$ cat src/ptimer_regs.vh
// register map, field positions and reset values for the periodic timer
`ifndef PTIMER_REGS_VH
`define PTIMER_REGS_VH

// register byte offsets
`define PT_CTRL_A_OFF   6'h00
`define PT_CTRL_B_OFF   6'h04
`define PT_COUNT_OFF    6'h08
`define PT_CMPA_OFF     6'h0C
`define PT_PERIOD_OFF   6'h10
`define PT_FLAGS_OFF    6'h14

// control a fields
`define PT_RUN_BIT      0
`define PT_TICK_DIV_LSB 8
`define PT_TICK_DIV_MSB 15

// control b fields (timer_control_reg_b)
`define PT_MODE_MSB     7
`define PT_MODE_LSB     6
`define PT_IO_MSB       5
`define PT_IO_LSB       4
`define PT_OC_BIT       3
`define PT_POL_BIT      2
`define PT_CKS_BIT      1
`define PT_CCLR_BIT     0

// flag bits
`define PT_FLAG_A_BIT   0
`define PT_FLAG_P_BIT   1

// modes
`define PT_MODE_CMP     2'h0
`define PT_MODE_CAP     2'h1
`define PT_MODE_PWM     2'h2
`define PT_MODE_TMR     2'h3

// output actions
`define PT_IO_NONE      2'h0
`define PT_IO_LOW       2'h1
`define PT_IO_HIGH      2'h2
`define PT_IO_TOGGLE    2'h3

// reset values
`define PT_CTRL_A_RST   32'h0000_0000
`define PT_CTRL_B_RST   8'h00
`define PT_CNT_MAX      10'h3FF

// axi responses
`define PT_RESP_OKAY    2'h0
`define PT_RESP_SLVERR  2'h2

`endif

$ cat src/periodic_timer_modes.v
// periodic capture/compare timer with an axi4-lite register slave
`timescale 1ns/1ps
`include "ptimer_regs.vh"

module periodic_timer_modes #(
   parameter CW = 10
) (
   // clock and reset
   input  wire          i_mclk,
   input  wire          i_arst_n,
   // axi4-lite write address
   input  wire [5:0]    i_awaddr,
   input  wire          i_awvalid,
   output wire          o_awready,
   // axi4-lite write data
   input  wire [31:0]   i_wdata,
   input  wire [3:0]    i_wstrb,
   input  wire          i_wvalid,
   output wire          o_wready,
   // axi4-lite write response
   output reg  [1:0]    o_bresp,
   output reg           o_bvalid,
   input  wire          i_bready,
   // axi4-lite read address
   input  wire [5:0]    i_araddr,
   input  wire          i_arvalid,
   output wire          o_arready,
   // axi4-lite read data
   output reg  [31:0]   o_rdata,
   output reg  [1:0]    o_rresp,
   output reg           o_rvalid,
   input  wire          i_rready,
   // timer pins
   input  wire          i_capture_input_pin,
   input  wire          i_ext_trigger_pin,
   output reg           o_timer_out,
   output reg           o_timer_out_en,
   // match flags toward the interrupt controller
   output reg           o_match_a_flag,
   output reg           o_match_p_flag
);

   // ====================================================================
   // register state
   reg             counter_run;
   reg  [7:0]      tick_div;
   reg  [7:0]      timer_control_reg_b;
   reg  [CW-1:0]   count;
   reg  [CW-1:0]   compare_a_value;
   reg  [CW-1:0]   period_compare_value;
   reg  [7:0]      tick_cnt;
   reg             run_d;
   reg             cap_d;
   reg             trg_d;
   reg             cmp_level;
   reg  [5:0]      aw_addr;
   reg             aw_held;
   reg  [31:0]     w_data;
   reg  [3:0]      w_strb;
   reg             w_held;

   // ====================================================================
   // field decode
   wire [1:0] operating_mode_select = timer_control_reg_b[`PT_MODE_MSB:`PT_MODE_LSB];
   wire [1:0] output_action_select  = timer_control_reg_b[`PT_IO_MSB:`PT_IO_LSB];
   wire       output_initial_level  = timer_control_reg_b[`PT_OC_BIT];
   wire       output_invert         = timer_control_reg_b[`PT_POL_BIT];
   wire       capture_source_select = timer_control_reg_b[`PT_CKS_BIT];
   wire       counter_clear_select  = timer_control_reg_b[`PT_CCLR_BIT];

   wire mode_cmp  = (operating_mode_select == `PT_MODE_CMP) ||
                    (operating_mode_select == `PT_MODE_TMR);
   wire mode_cap  = (operating_mode_select == `PT_MODE_CAP);
   wire mode_pwm  = (operating_mode_select == `PT_MODE_PWM) &&
                    (output_action_select != `PT_IO_TOGGLE);
   wire mode_sp   = (operating_mode_select == `PT_MODE_PWM) &&
                    (output_action_select == `PT_IO_TOGGLE);

   // ====================================================================
   // timer clock tick: one tick every tick_div+1 system clocks
   // the divider restarts while stopped, so a new run gets its first tick tick_div+1 clocks after it starts
   wire tick = (tick_cnt == tick_div);

   always @(posedge i_mclk or negedge i_arst_n) begin
      if (!i_arst_n) begin
         tick_cnt <= 8'h00;
      end else if (!counter_run || tick) begin
         tick_cnt <= 8'h00;
      end else begin
         tick_cnt <= tick_cnt + 8'h01;
      end
   end

   // ====================================================================
   // comparators; the next count equal to the period or to a nonzero compare A value marks a match
   wire [CW-1:0] count_inc = count + {{(CW-1){1'b0}}, 1'b1};
   wire          overflow  = (count == {CW{1'b1}});
   wire          hit_a     = tick && counter_run && (compare_a_value != {CW{1'b0}})
                             && (count_inc == compare_a_value);
   wire          hit_p_raw = tick && counter_run && (count_inc == period_compare_value);
   // zero period lets the counter wrap: period of 1024 counts
   wire          hit_p     = (period_compare_value == {CW{1'b0}}) ?
                             (tick && counter_run && overflow) : hit_p_raw;

   // ====================================================================
   // edge detection on run and the input pins
   wire run_rise  = counter_run && !run_d;
   wire cap_src   = capture_source_select ? i_ext_trigger_pin : i_capture_input_pin;
   wire cap_prev  = capture_source_select ? trg_d : cap_d;
   wire cap_rise  = cap_src && !cap_prev;
   wire cap_fall  = !cap_src && cap_prev;
   // action 00 rising, 01 falling, 10 both, 11 off
   reg  cap_hit;
   always @* begin
      case (output_action_select)
         `PT_IO_NONE : cap_hit = cap_rise;
         `PT_IO_LOW  : cap_hit = cap_fall;
         `PT_IO_HIGH : cap_hit = cap_rise || cap_fall;
         default     : cap_hit = 1'b0;
      endcase
   end
   wire capture   = mode_cap && counter_run && cap_hit;
   wire trig_edge = mode_sp && i_ext_trigger_pin && !trg_d;

   always @(posedge i_mclk or negedge i_arst_n) begin
      if (!i_arst_n) begin
         run_d <= 1'b0;
         cap_d <= 1'b0;
         trg_d <= 1'b0;
      end else begin
         run_d <= counter_run;
         cap_d <= i_capture_input_pin;
         trg_d <= i_ext_trigger_pin;
      end
   end

   // ====================================================================
   // counter
   always @(posedge i_mclk or negedge i_arst_n) begin
      if (!i_arst_n) begin
         count <= {CW{1'b0}};
      end else if (run_rise) begin
         count <= {CW{1'b0}};
      end else if (tick && counter_run) begin
         if (mode_sp) begin
            count <= count_inc;
         end else if (mode_cmp && counter_clear_select) begin
            count <= hit_a ? {CW{1'b0}} : count_inc;
         end else begin
            count <= hit_p ? {CW{1'b0}} : count_inc;
         end
      end
   end

   // ====================================================================
   // match flags, one-cycle pulses
   always @(posedge i_mclk or negedge i_arst_n) begin
      if (!i_arst_n) begin
         o_match_a_flag <= 1'b0;
         o_match_p_flag <= 1'b0;
      end else begin
         o_match_a_flag <= mode_cap ? capture : hit_a;
         o_match_p_flag <= mode_sp ? 1'b0 :
                           (mode_cmp && counter_clear_select) ? 1'b0 : hit_p;
      end
   end

   // ====================================================================
   // compare-match output level
   always @(posedge i_mclk or negedge i_arst_n) begin
      if (!i_arst_n) begin
         cmp_level <= 1'b0;
      end else if (run_rise) begin
         cmp_level <= output_initial_level;
      end else if (mode_cmp && hit_a) begin
         case (output_action_select)
            `PT_IO_LOW    : cmp_level <= 1'b0;
            `PT_IO_HIGH   : cmp_level <= 1'b1;
            `PT_IO_TOGGLE : cmp_level <= !cmp_level;
            default       : cmp_level <= cmp_level;
         endcase
      end
   end

   // pwm: active while count below duty; duty at or above period stays active
   // the duty compare is combinational, so a new duty shows within one clock
   wire [CW:0] period_full = (period_compare_value == {CW{1'b0}}) ?
                             {1'b1, {CW{1'b0}}} : {1'b0, period_compare_value};
   wire pwm_act = ({1'b0, compare_a_value} >= period_full) ||
                  (count < compare_a_value);
   reg  pwm_pin;
   always @* begin
      case (output_action_select)
         `PT_IO_NONE : pwm_pin = 1'b0;
         `PT_IO_LOW  : pwm_pin = 1'b1;
         default     : pwm_pin = (counter_run && pwm_act) ? output_initial_level
                                                           : !output_initial_level;
      endcase
   end

   // ====================================================================
   // output pin register; inversion acts in every mode, capture included
   always @(posedge i_mclk or negedge i_arst_n) begin
      if (!i_arst_n) begin
         o_timer_out    <= 1'b0;
         o_timer_out_en <= 1'b0;
      end else begin
         o_timer_out_en <= (operating_mode_select == `PT_MODE_CMP) ||
                           (operating_mode_select == `PT_MODE_PWM);
         if (mode_pwm) begin
            o_timer_out <= pwm_pin ^ output_invert;
         end else if (mode_sp) begin
            // pulse stands while run is high
            o_timer_out <= (counter_run && !hit_a) ^ output_invert;
         end else begin
            o_timer_out <= cmp_level ^ output_invert;
         end
      end
   end

   // ====================================================================
   // axi4-lite handshakes: address and data held until both present
   assign o_awready = !aw_held;
   assign o_wready  = !w_held;
   assign o_arready = !o_rvalid;
   wire   do_write  = aw_held && w_held && !o_bvalid;
   // a write to an unmapped word changes nothing and is answered with slverr
   wire   wr_ok     = (aw_addr == `PT_CTRL_A_OFF) || (aw_addr == `PT_CTRL_B_OFF) ||
                      (aw_addr == `PT_COUNT_OFF)  || (aw_addr == `PT_CMPA_OFF)  ||
                      (aw_addr == `PT_PERIOD_OFF) || (aw_addr == `PT_FLAGS_OFF);
   wire   wr_ctrl_a = do_write && (aw_addr == `PT_CTRL_A_OFF);

   always @(posedge i_mclk or negedge i_arst_n) begin
      if (!i_arst_n) begin
         aw_held  <= 1'b0;
         aw_addr  <= 6'h00;
         w_held   <= 1'b0;
         w_data   <= 32'h0000_0000;
         w_strb   <= 4'h0;
         o_bvalid <= 1'b0;
         o_bresp  <= `PT_RESP_OKAY;
      end else begin
         if (i_awvalid && !aw_held) begin
            aw_held <= 1'b1;
            aw_addr <= {i_awaddr[5:2], 2'b00};
         end
         if (i_wvalid && !w_held) begin
            w_held <= 1'b1;
            w_data <= i_wdata;
            w_strb <= i_wstrb;
         end
         if (do_write) begin
            aw_held  <= 1'b0;
            w_held   <= 1'b0;
            o_bvalid <= 1'b1;
            o_bresp  <= wr_ok ? `PT_RESP_OKAY : `PT_RESP_SLVERR;
         end else if (o_bvalid && i_bready) begin
            o_bvalid <= 1'b0;
         end
      end
   end

   // ====================================================================
   // writable registers; hardware set/clear of run beats the software write
   always @(posedge i_mclk or negedge i_arst_n) begin
      if (!i_arst_n) begin
         // the run bit and tick_div of the all-zero control a reset word are stored here
         counter_run          <= 1'b0;
         tick_div             <= 8'h00;
         timer_control_reg_b  <= `PT_CTRL_B_RST;
         compare_a_value      <= {CW{1'b0}};
         period_compare_value <= {CW{1'b0}};
      end else begin
         if (wr_ctrl_a && w_strb[0]) begin
            counter_run <= w_data[`PT_RUN_BIT];
         end
         if (wr_ctrl_a && w_strb[1]) begin
            tick_div <= w_data[`PT_TICK_DIV_MSB:`PT_TICK_DIV_LSB];
         end
         if (trig_edge) begin
            counter_run <= 1'b1;
         end else if (mode_sp && hit_a) begin
            counter_run <= 1'b0;
         end
         if (do_write && (aw_addr == `PT_CTRL_B_OFF) && w_strb[0]) begin
            timer_control_reg_b <= w_data[7:0];
         end
         if (capture) begin
            compare_a_value <= count;
         end else if (do_write && (aw_addr == `PT_CMPA_OFF)) begin
            compare_a_value <= wmerge(compare_a_value, w_data, w_strb);
         end
         if (do_write && (aw_addr == `PT_PERIOD_OFF)) begin
            period_compare_value <= wmerge(period_compare_value, w_data, w_strb);
         end
      end
   end

   // byte-lane merge of a 10-bit value
   function [CW-1:0] wmerge;
      input [CW-1:0] old;
      input [31:0]   d;
      input [3:0]    s;
      reg   [15:0]   t;
      begin
         t = {{(16-CW){1'b0}}, old};
         if (s[0]) t[7:0]  = d[7:0];
         if (s[1]) t[15:8] = d[15:8];
         wmerge = t[CW-1:0];
      end
   endfunction

   // ====================================================================
   // read path
   // reads have no side effects; the flags word shows only this cycle's pulses
   reg [31:0] rd_mux;
   reg        rd_ok;
   always @* begin
      rd_ok = 1'b1;
      case ({i_araddr[5:2], 2'b00})
         `PT_CTRL_A_OFF : rd_mux = {16'h0000, tick_div, 7'h00, counter_run};
         `PT_CTRL_B_OFF : rd_mux = {24'h000000, timer_control_reg_b};
         `PT_COUNT_OFF  : rd_mux = {{(32-CW){1'b0}}, count};
         `PT_CMPA_OFF   : rd_mux = {{(32-CW){1'b0}}, compare_a_value};
         `PT_PERIOD_OFF : rd_mux = {{(32-CW){1'b0}}, period_compare_value};
         `PT_FLAGS_OFF  : rd_mux = {30'h00000000, o_match_p_flag, o_match_a_flag};
         default : begin
            rd_mux = 32'h0000_0000;
            rd_ok  = 1'b0;
         end
      endcase
   end

   always @(posedge i_mclk or negedge i_arst_n) begin
      if (!i_arst_n) begin
         o_rvalid <= 1'b0;
         o_rdata  <= 32'h0000_0000;
         o_rresp  <= `PT_RESP_OKAY;
      end else if (i_arvalid && !o_rvalid) begin
         o_rvalid <= 1'b1;
         o_rdata  <= rd_mux;
         o_rresp  <= rd_ok ? `PT_RESP_OKAY : `PT_RESP_SLVERR;
      end else if (o_rvalid && i_rready) begin
         o_rvalid <= 1'b0;
      end
   end

endmodule // periodic_timer_modes

$ cat config.mk
export PLATFORM = sky130hd
export DESIGN_NAME = periodic_timer_modes
export DESIGN_NICKNAME = d
export VERILOG_FILES = /design/src/periodic_timer_modes.v
export VERILOG_INCLUDE_DIRS = /design/src /design/src/src
export SDC_FILE = /design/constraint.sdc
export NUM_CORES = 1
export LEC_CHECK = 0
export BUFFER_PORTS_ARGS = -buffer_cell sky130_fd_sc_hd__buf_4
export CELL_PAD_IN_SITES_DETAIL_PLACEMENT = 0
export CELL_PAD_IN_SITES_GLOBAL_PLACEMENT = 1
export CORE_ASPECT_RATIO = 0.9
export CORE_UTILIZATION = 48
export CTS_CLUSTER_SIZE = 8
export DETAILED_ROUTE_END_ITERATION = 7
export PLACE_DENSITY = 0.9
export SLEW_MARGIN = 15
export SYNTH_ARGS = -nofsm -noshare
export SYNTH_HDL_FRONTEND = slang
export SYNTH_SLANG_ARGS = --single-unit
$ cat constraint.sdc
create_clock -name i_mclk -period 5 [get_ports i_mclk]
set_input_delay 1 -clock i_mclk [delete_from_list [all_inputs] [get_ports i_mclk]]
set_output_delay 1 -clock i_mclk [all_outputs]
set_load 0.02 [all_outputs]
# Word level (Yosys, flattened, before mapping)
# Cells that the tools add are included.
totals:
  reg_bits: 125
  inputBits: 57
  ramBits: 0
  output_inout_bits: 45
  mem_bits_ro: 0
  memories: 0
  latchBits: 0
classes:
  n_div: 0
  multipliers: 0
  shift: 0
  reduce_logical: 78
  bitwise: 3
  eq_ne: 21
  n_mux: 41
  magnitude_cmp: 2
  add_sub_neg: 2
op_table:
  columns: ["cell", "n"]
  rows:
  - ["16-bit one-hot mux with 6 select lines", 1]
  - ["10-bit 2-to-1 mux", 8]
  - ["1-bit logical AND", 33]
  - ["1-bit 2-to-1 mux", 23]
  - ["10-bit equality test", 2]
  - ["2-bit nonzero test", 9]
  - ["4-bit by 2-bit equality test with 1-bit output (second input constant)", 4]
  - ["4-bit by 3-bit equality test with 1-bit output (second input constant)", 4]
  - ["8-bit 2-to-1 mux", 2]
  - ["1-bit logical NOT", 12]
  - ["10-bit by 11-bit >= comparator with 1-bit output", 1]
  - ["11-bit 2-to-1 mux", 1]
  - ["10-bit by 1-bit adder with 10-bit output (second input constant)", 1]
  - ["10-bit equality test (second input constant)", 1]
  - ["10-bit logical NOT", 1]
  - ["1-bit logical OR", 10]
  - ["10-bit less-than comparator", 1]
  - ["2-bit AND reduction", 5]
  - ["10-bit nonzero test", 1]
  - ["8-bit by 1-bit adder with 8-bit output (second input constant)", 1]
  - ["2-bit equality test (second input constant)", 4]
  - ["4-bit by 1-bit equality test with 1-bit output (second input constant)", 2]
  - ["8-bit equality test", 1]
  - ["6-bit logical NOT", 1]
  - ["11 further kinds", 18]

# Longest topological paths before layout
logic_depth:
  word_depth: 9
  ltp_mapped: 10
  ltp_nobuf: 9

# Worst setup path before layout
# OpenSTA, ideal clock, no wires.
synth_path:
  path_type: "in2reg"
  from: "input port i_ext_trigger_pin"
  to: "register compare_a_value[4]"
  t_arrival_ns: 2.699
  path_stages: 8
  setup_slack_ns: 2.162
  required_ns: 4.861
  path_cell_list: "mux2i_1 -> ha_1 -> inv_1 -> a222oi_1 -> nor3_1 -> clkbuf_1 -> mux2i_1 -> o21ai_0"
synth_via:
  elab_chain_cells: 8
  word_cells_on_any_way: 11
  cone_classes: "mux: 3; reduce/logical: 8"
synth_rtl:
  columns: ["element", "line", "text"]
  rows:
  - ["from (decl)", "periodic_timer_modes.v:35", "input wire i_ext_trigger_pin,"]
  - ["1-bit 2-to-1 mux (*)", "periodic_timer_modes.v:108", "wire cap_src = capture_source_select ? i_ext_trigger_pin : i_capture_input_pin;"]
  - ["1-bit logical NOT", "periodic_timer_modes.v:111", "wire cap_fall = !cap_src && cap_prev;"]
  - ["1-bit logical AND", "periodic_timer_modes.v:111", null]
  - ["1-bit logical OR", "periodic_timer_modes.v:118", "`PT_IO_HIGH : cap_hit = cap_rise || cap_fall;"]
  - ["1-bit one-hot mux with 3 select lines (*)", "periodic_timer_modes.v:115", "case (output_action_select)"]
  - ["1-bit logical AND (*)", "periodic_timer_modes.v:122", "wire capture = mode_cap && counter_run && cap_hit;"]
  - ["2-bit nonzero test (no source line)", null, null]
  - ["2-bit AND reduction (no source line)", null, null]
  - ["to (signal assigned)", "periodic_timer_modes.v:271", "compare_a_value <= {CW{1'b0}};"]
  - ["to (signal assigned)", "periodic_timer_modes.v:289", "compare_a_value <= count;"]
  - ["to (signal assigned)", "periodic_timer_modes.v:291", "compare_a_value <= wmerge(compare_a_value, w_data, w_strb);"]
  - ["to (decl)", "periodic_timer_modes.v:49", "reg [CW-1:0] compare_a_value;"]
# Every way passes the cells marked *; elsewhere a longest branch is shown, timed or not.
# A chain may end at the register's enable or synchronous reset.

# Worst setup path after layout
layout_path:
  from: "register count[0]"
  to: "register count[7]"
layout_via:
  elab_chain_cells: 9
  word_cells_on_any_way: 14
  cone_classes: "add/sub: 1; eq/ne: 3; mux: 7; reduce/logical: 3"
layout_rtl:
  columns: ["element", "line", "text"]
  rows:
  - ["from (decl)", "periodic_timer_modes.v:48", "reg [CW-1:0] count;"]
  - ["from (signal assigned)", "periodic_timer_modes.v:141", "count <= {CW{1'b0}};"]
  - ["from (signal assigned)", "periodic_timer_modes.v:143", "count <= {CW{1'b0}};"]
  - ["from (signal assigned)", "periodic_timer_modes.v:146", "count <= count_inc;"]
  - ["10-bit by 1-bit adder with 10-bit output", "periodic_timer_modes.v:96", "wire [CW-1:0] count_inc = count + {{(CW-1){1'b0}}, 1'b1};"]
  - ["10-bit equality test", "periodic_timer_modes.v:100", "wire hit_p_raw = tick && counter_run && (count_inc == period_compare_value);"]
  - ["1-bit logical AND", "periodic_timer_modes.v:100", null]
  - ["1-bit 2-to-1 mux", "periodic_timer_modes.v:102", "wire hit_p = (period_compare_value == {CW{1'b0}}) ?"]
  - ["10-bit 2-to-1 mux", "periodic_timer_modes.v:150", "count <= hit_p ? {CW{1'b0}} : count_inc;"]
  - ["10-bit 2-to-1 mux", "periodic_timer_modes.v:147", "end else if (mode_cmp && counter_clear_select) begin"]
  - ["10-bit 2-to-1 mux (*)", "periodic_timer_modes.v:145", "if (mode_sp) begin"]
  - ["10-bit 2-to-1 mux (*)", "periodic_timer_modes.v:144", "end else if (tick && counter_run) begin"]
  - ["10-bit 2-to-1 mux (*)", "periodic_timer_modes.v:142", "end else if (run_rise) begin"]
# Every way passes the cells marked *; elsewhere a longest branch is shown, timed or not. The select of a mux whose other input is x is not followed.

==> impl_metrics.csv <==
group,metric,value,unit
layout,num-fill-cells,1104,
global_routing,grt_pass1_wl,25000,um
run,maxCapViolCount,0,
power_and_ir_drop,vdd_drop_max,0.348,mV
yosys,yosysTopAreaCellShare,0.426,
global_routing,grt.busiest_layer,"met2",
cts,ctsResizeCount,0,
yosys,synth_ff_type,"dfrtp_1",
layout,num-nets-final,739,
power_and_ir_drop,power_frac_comb,0.377,
layout,final_layout_size_suffix_gt1_frac,0.221,
cts,clockRootBuffer,"clkbuf_16",
placed_design,place_congestion,0.926,
yosys,synth_common_cells,"dfrtp_1, mux2_2, nand2_1",
critical_path,crit_type,"flop to flop",
yosys,synth_cell_types,70,
floorplan,die_w,123,um
timing,fin_skew,0.00915,ns
global_routing,use_met1,0.344,
timing,finalCritPeriodShare,0.591,
yosys,netlist_area,6290,sq um
yosys,netlist_instances,603,
routing,via_count,4722,
cts,cts.sinks,107,
power_and_ir_drop,power_switching,1.46,mW
global_routing,grt_max_degree,77,
yosys,ys_top_cells_by_area,"dfrtp_1, mux2_2, ha_1",
cts,cts_setup_buffers,0,
global_routing,grt_pass1_vias,4610,
power_and_ir_drop,power.density,508,nW/um^2
timing,rsz0062_at_grt,"no",
global_routing,grt_overflow_total,0,
timing,fin_setup_tns,0,ns
yosys,seq_area_frac_synth,0.426,
cts,postCtsHoldBufs,0,
global_routing,antenna_found_initial,0,
layout,seqCellArea,2680,sq um
routing,dr.pass1.iters,5,
cts,cts.path.max_buffers,2,
critical_path,path_max_fanout,11,
critical_path,crit_required,5.22,ns
yosys,syn_avg_cell_area,10.4,sq um
routing,drt_iter0_markers,356,
floorplan,fp-row-count,39,
cts,clkLatencyLatePin,0.35,ns
status,outcome,"complete, no violations",
timing,tightest_slew,0.958,ns
power_and_ir_drop,intPower,2.13,mW
power_and_ir_drop,total_power,3.59,mW
placed_design,port_buffers,61,
critical_path,cp-start-kind,"flop",
floorplan,io_pins,102,
cts,h-tree-depth,3,
routing,vias_per_cell,5.76,
routing,wl,15800,um
routing,post_drt_wl_per_cell,19.3,um
layout,multiInputGateArea,3290,sq um
yosys,ys_ff_latch,107,
yosys,synth_edf_count,0,
min_path,min_path_type,"flop to flop",
routing,drc,0,
global_routing,grt_usage,0.244,
critical_path,rrSetupSlack,2.05,ns
timing,layout_min_cycle_time,2.95,ns
layout,n_antenna_cell,0,
power_and_ir_drop,switching_share,0.407,
floorplan,core,12700,sq um
cts,clk_pin_slew,0.07,ns
yosys,synth_warnings,0,
cts,cts_made_buffers,9,
global_routing,grt_util_met3,0.0594,
floorplan,initial_core_util,0.494,
timing,slew_viol_final,0,
critical_path,critPathCaptureType,"flop",
critical_path,crit_arrival,3.17,ns
floorplan,die_h,111,um
timing,fmax,339,MHz
global_routing,grt_util_met2,0.378,
power_and_ir_drop,pwr-share-seq,0.434,
timing,finalSetupViolations,0,
yosys,synth_most_common_cell,"dfrtp_1",
routing,antenna_left,0,
layout,syn_to_final_growth,12.6,%
floorplan,dieArea,13600,sq um
power_and_ir_drop,leakagePower,3.29,nW
placed_design,dp_hpwl,11700,um
timing,hold_viol_final,0,
yosys,async_flop_share,1.00,
yosys,yosys.area.top_type,"dfrtp_1",
power_and_ir_drop,pwr-share-clk,0.189,
cts,cts_tree,"yes",
timing,max_slew_margin,0.362,
==> layer usage <==
metal / share of wire / vias up
met5: 0 / -
met4: 0.017 / 0
met3: 0.064 / 21
met2: 0.46 / 187
met1: 0.46 / 2301
li1: - / 2213
==> placed cells by master (no fill, tap or decap), types with 3 or more instances in the layout <==
cell,instances
dfrtp_1,107
buf_4,65
mux2_2,51
nand2_1,45
inv_1,38
ha_1,31
nor2_1,29
mux2i_1,26
o21ai_0,24
xor2_1,22
conb_1,18
a22o_1,16
nand3_1,15
xnor2_1,15
nor2b_1,13
a21oi_1,11
o22ai_1,9
clkbuf_16,9
nor4_1,7
a22oi_1,7
o221ai_1,7
and3_1,5
nor3_1,5
and4_1,5
o21ai_1,5
and2_1,5
nand2b_1,4
o211ai_1,4
nand4_1,3
o21a_1,3
clkbuf_1,3
==> critical path: stages (launching register included) <==
cell	delay [ns]
dfrtp_1	0.55
ha_1	0.48
xor2_1	0.20
a311oi_1	0.31
o21ai_2	0.13
a2111oi_4	0.37
a41oi_2	0.39
o21ai_1	0.28
o211ai_1	0.12
==> sequential cells by signal (all words and copies together), names as in the netlist, 2 cells and up <==
name	count
w_data	16
w_strb	2
tick_div	8
compare_a_value	10
o_rdata	16
count	10
aw_addr	4
tick_cnt	8
period_compare_value	10
timer_control_reg_b	8
==> logic make-up after synthesis <==
family,count (synthesis),share of synthesized area
flops,107,0.426
simple gates,153,0.124
other cells,1,0.000596
mux,77,0.133
compound gates,113,0.135
fa+ha+maj,31,0.0617
xor+xnor,38,0.0551
buf+inv,83,0.0645
==> layout make-up <==
cell class              count  share of cell area
flip-flops and latches    107               0.378
multi-input cells         430               0.464
repair buffers             65              0.0689
clock inverters             3             0.00477
inverters                  38              0.0201
clock buffers              13              0.0353
well taps                 164              0.0290
==> worst paths after layout <==
check | from | endpoint | cells past startpoint
setup / recovery | count[0] | count[7] | 8
hold / removal | trg_d | counter_run | 1
setup reg to reg | count[0] | count[7] | 8
hold reg to reg | trg_d | counter_run | 1
max in group asynchronous | i_arst_n | o_rresp[1] | 2
min in group asynchronous | i_arst_n | compare_a_value[3] | 1
==> stage by stage <==
stage | std cells | worst slack [ns] | hold slack, ns | instance area, sq um | util
final | 820 | 2.05 | 0.492 | 7080 | 0.556
after CTS | 820 | 1.91 | 0.494 | 7070 | 0.555
after detailed placement | 804 | 1.54 | 0.481 | 6790 | 0.533
after global placement | 804 | 1.63 | 0.463 | 6790 | 0.533
after global routing | 820 | 1.90 | 0.519 | 7080 | 0.556
after floorplan | 620 | 2.16 | 0.392 | 6350 | -
==> power by group through the flow <==
stage          logic [mW]  registers, mW  clock network [mW]
2_1_floorplan        1.03           1.40                   0
3_3_place_gp         1.29           1.55                   0
3_5_place_dp         1.35           1.57                   0
4_1_cts              1.35           1.55               0.695
5_1_grt              1.51           1.60               0.732
6_report             1.35           1.56               0.680
Power figures use the tool's default switching activity.
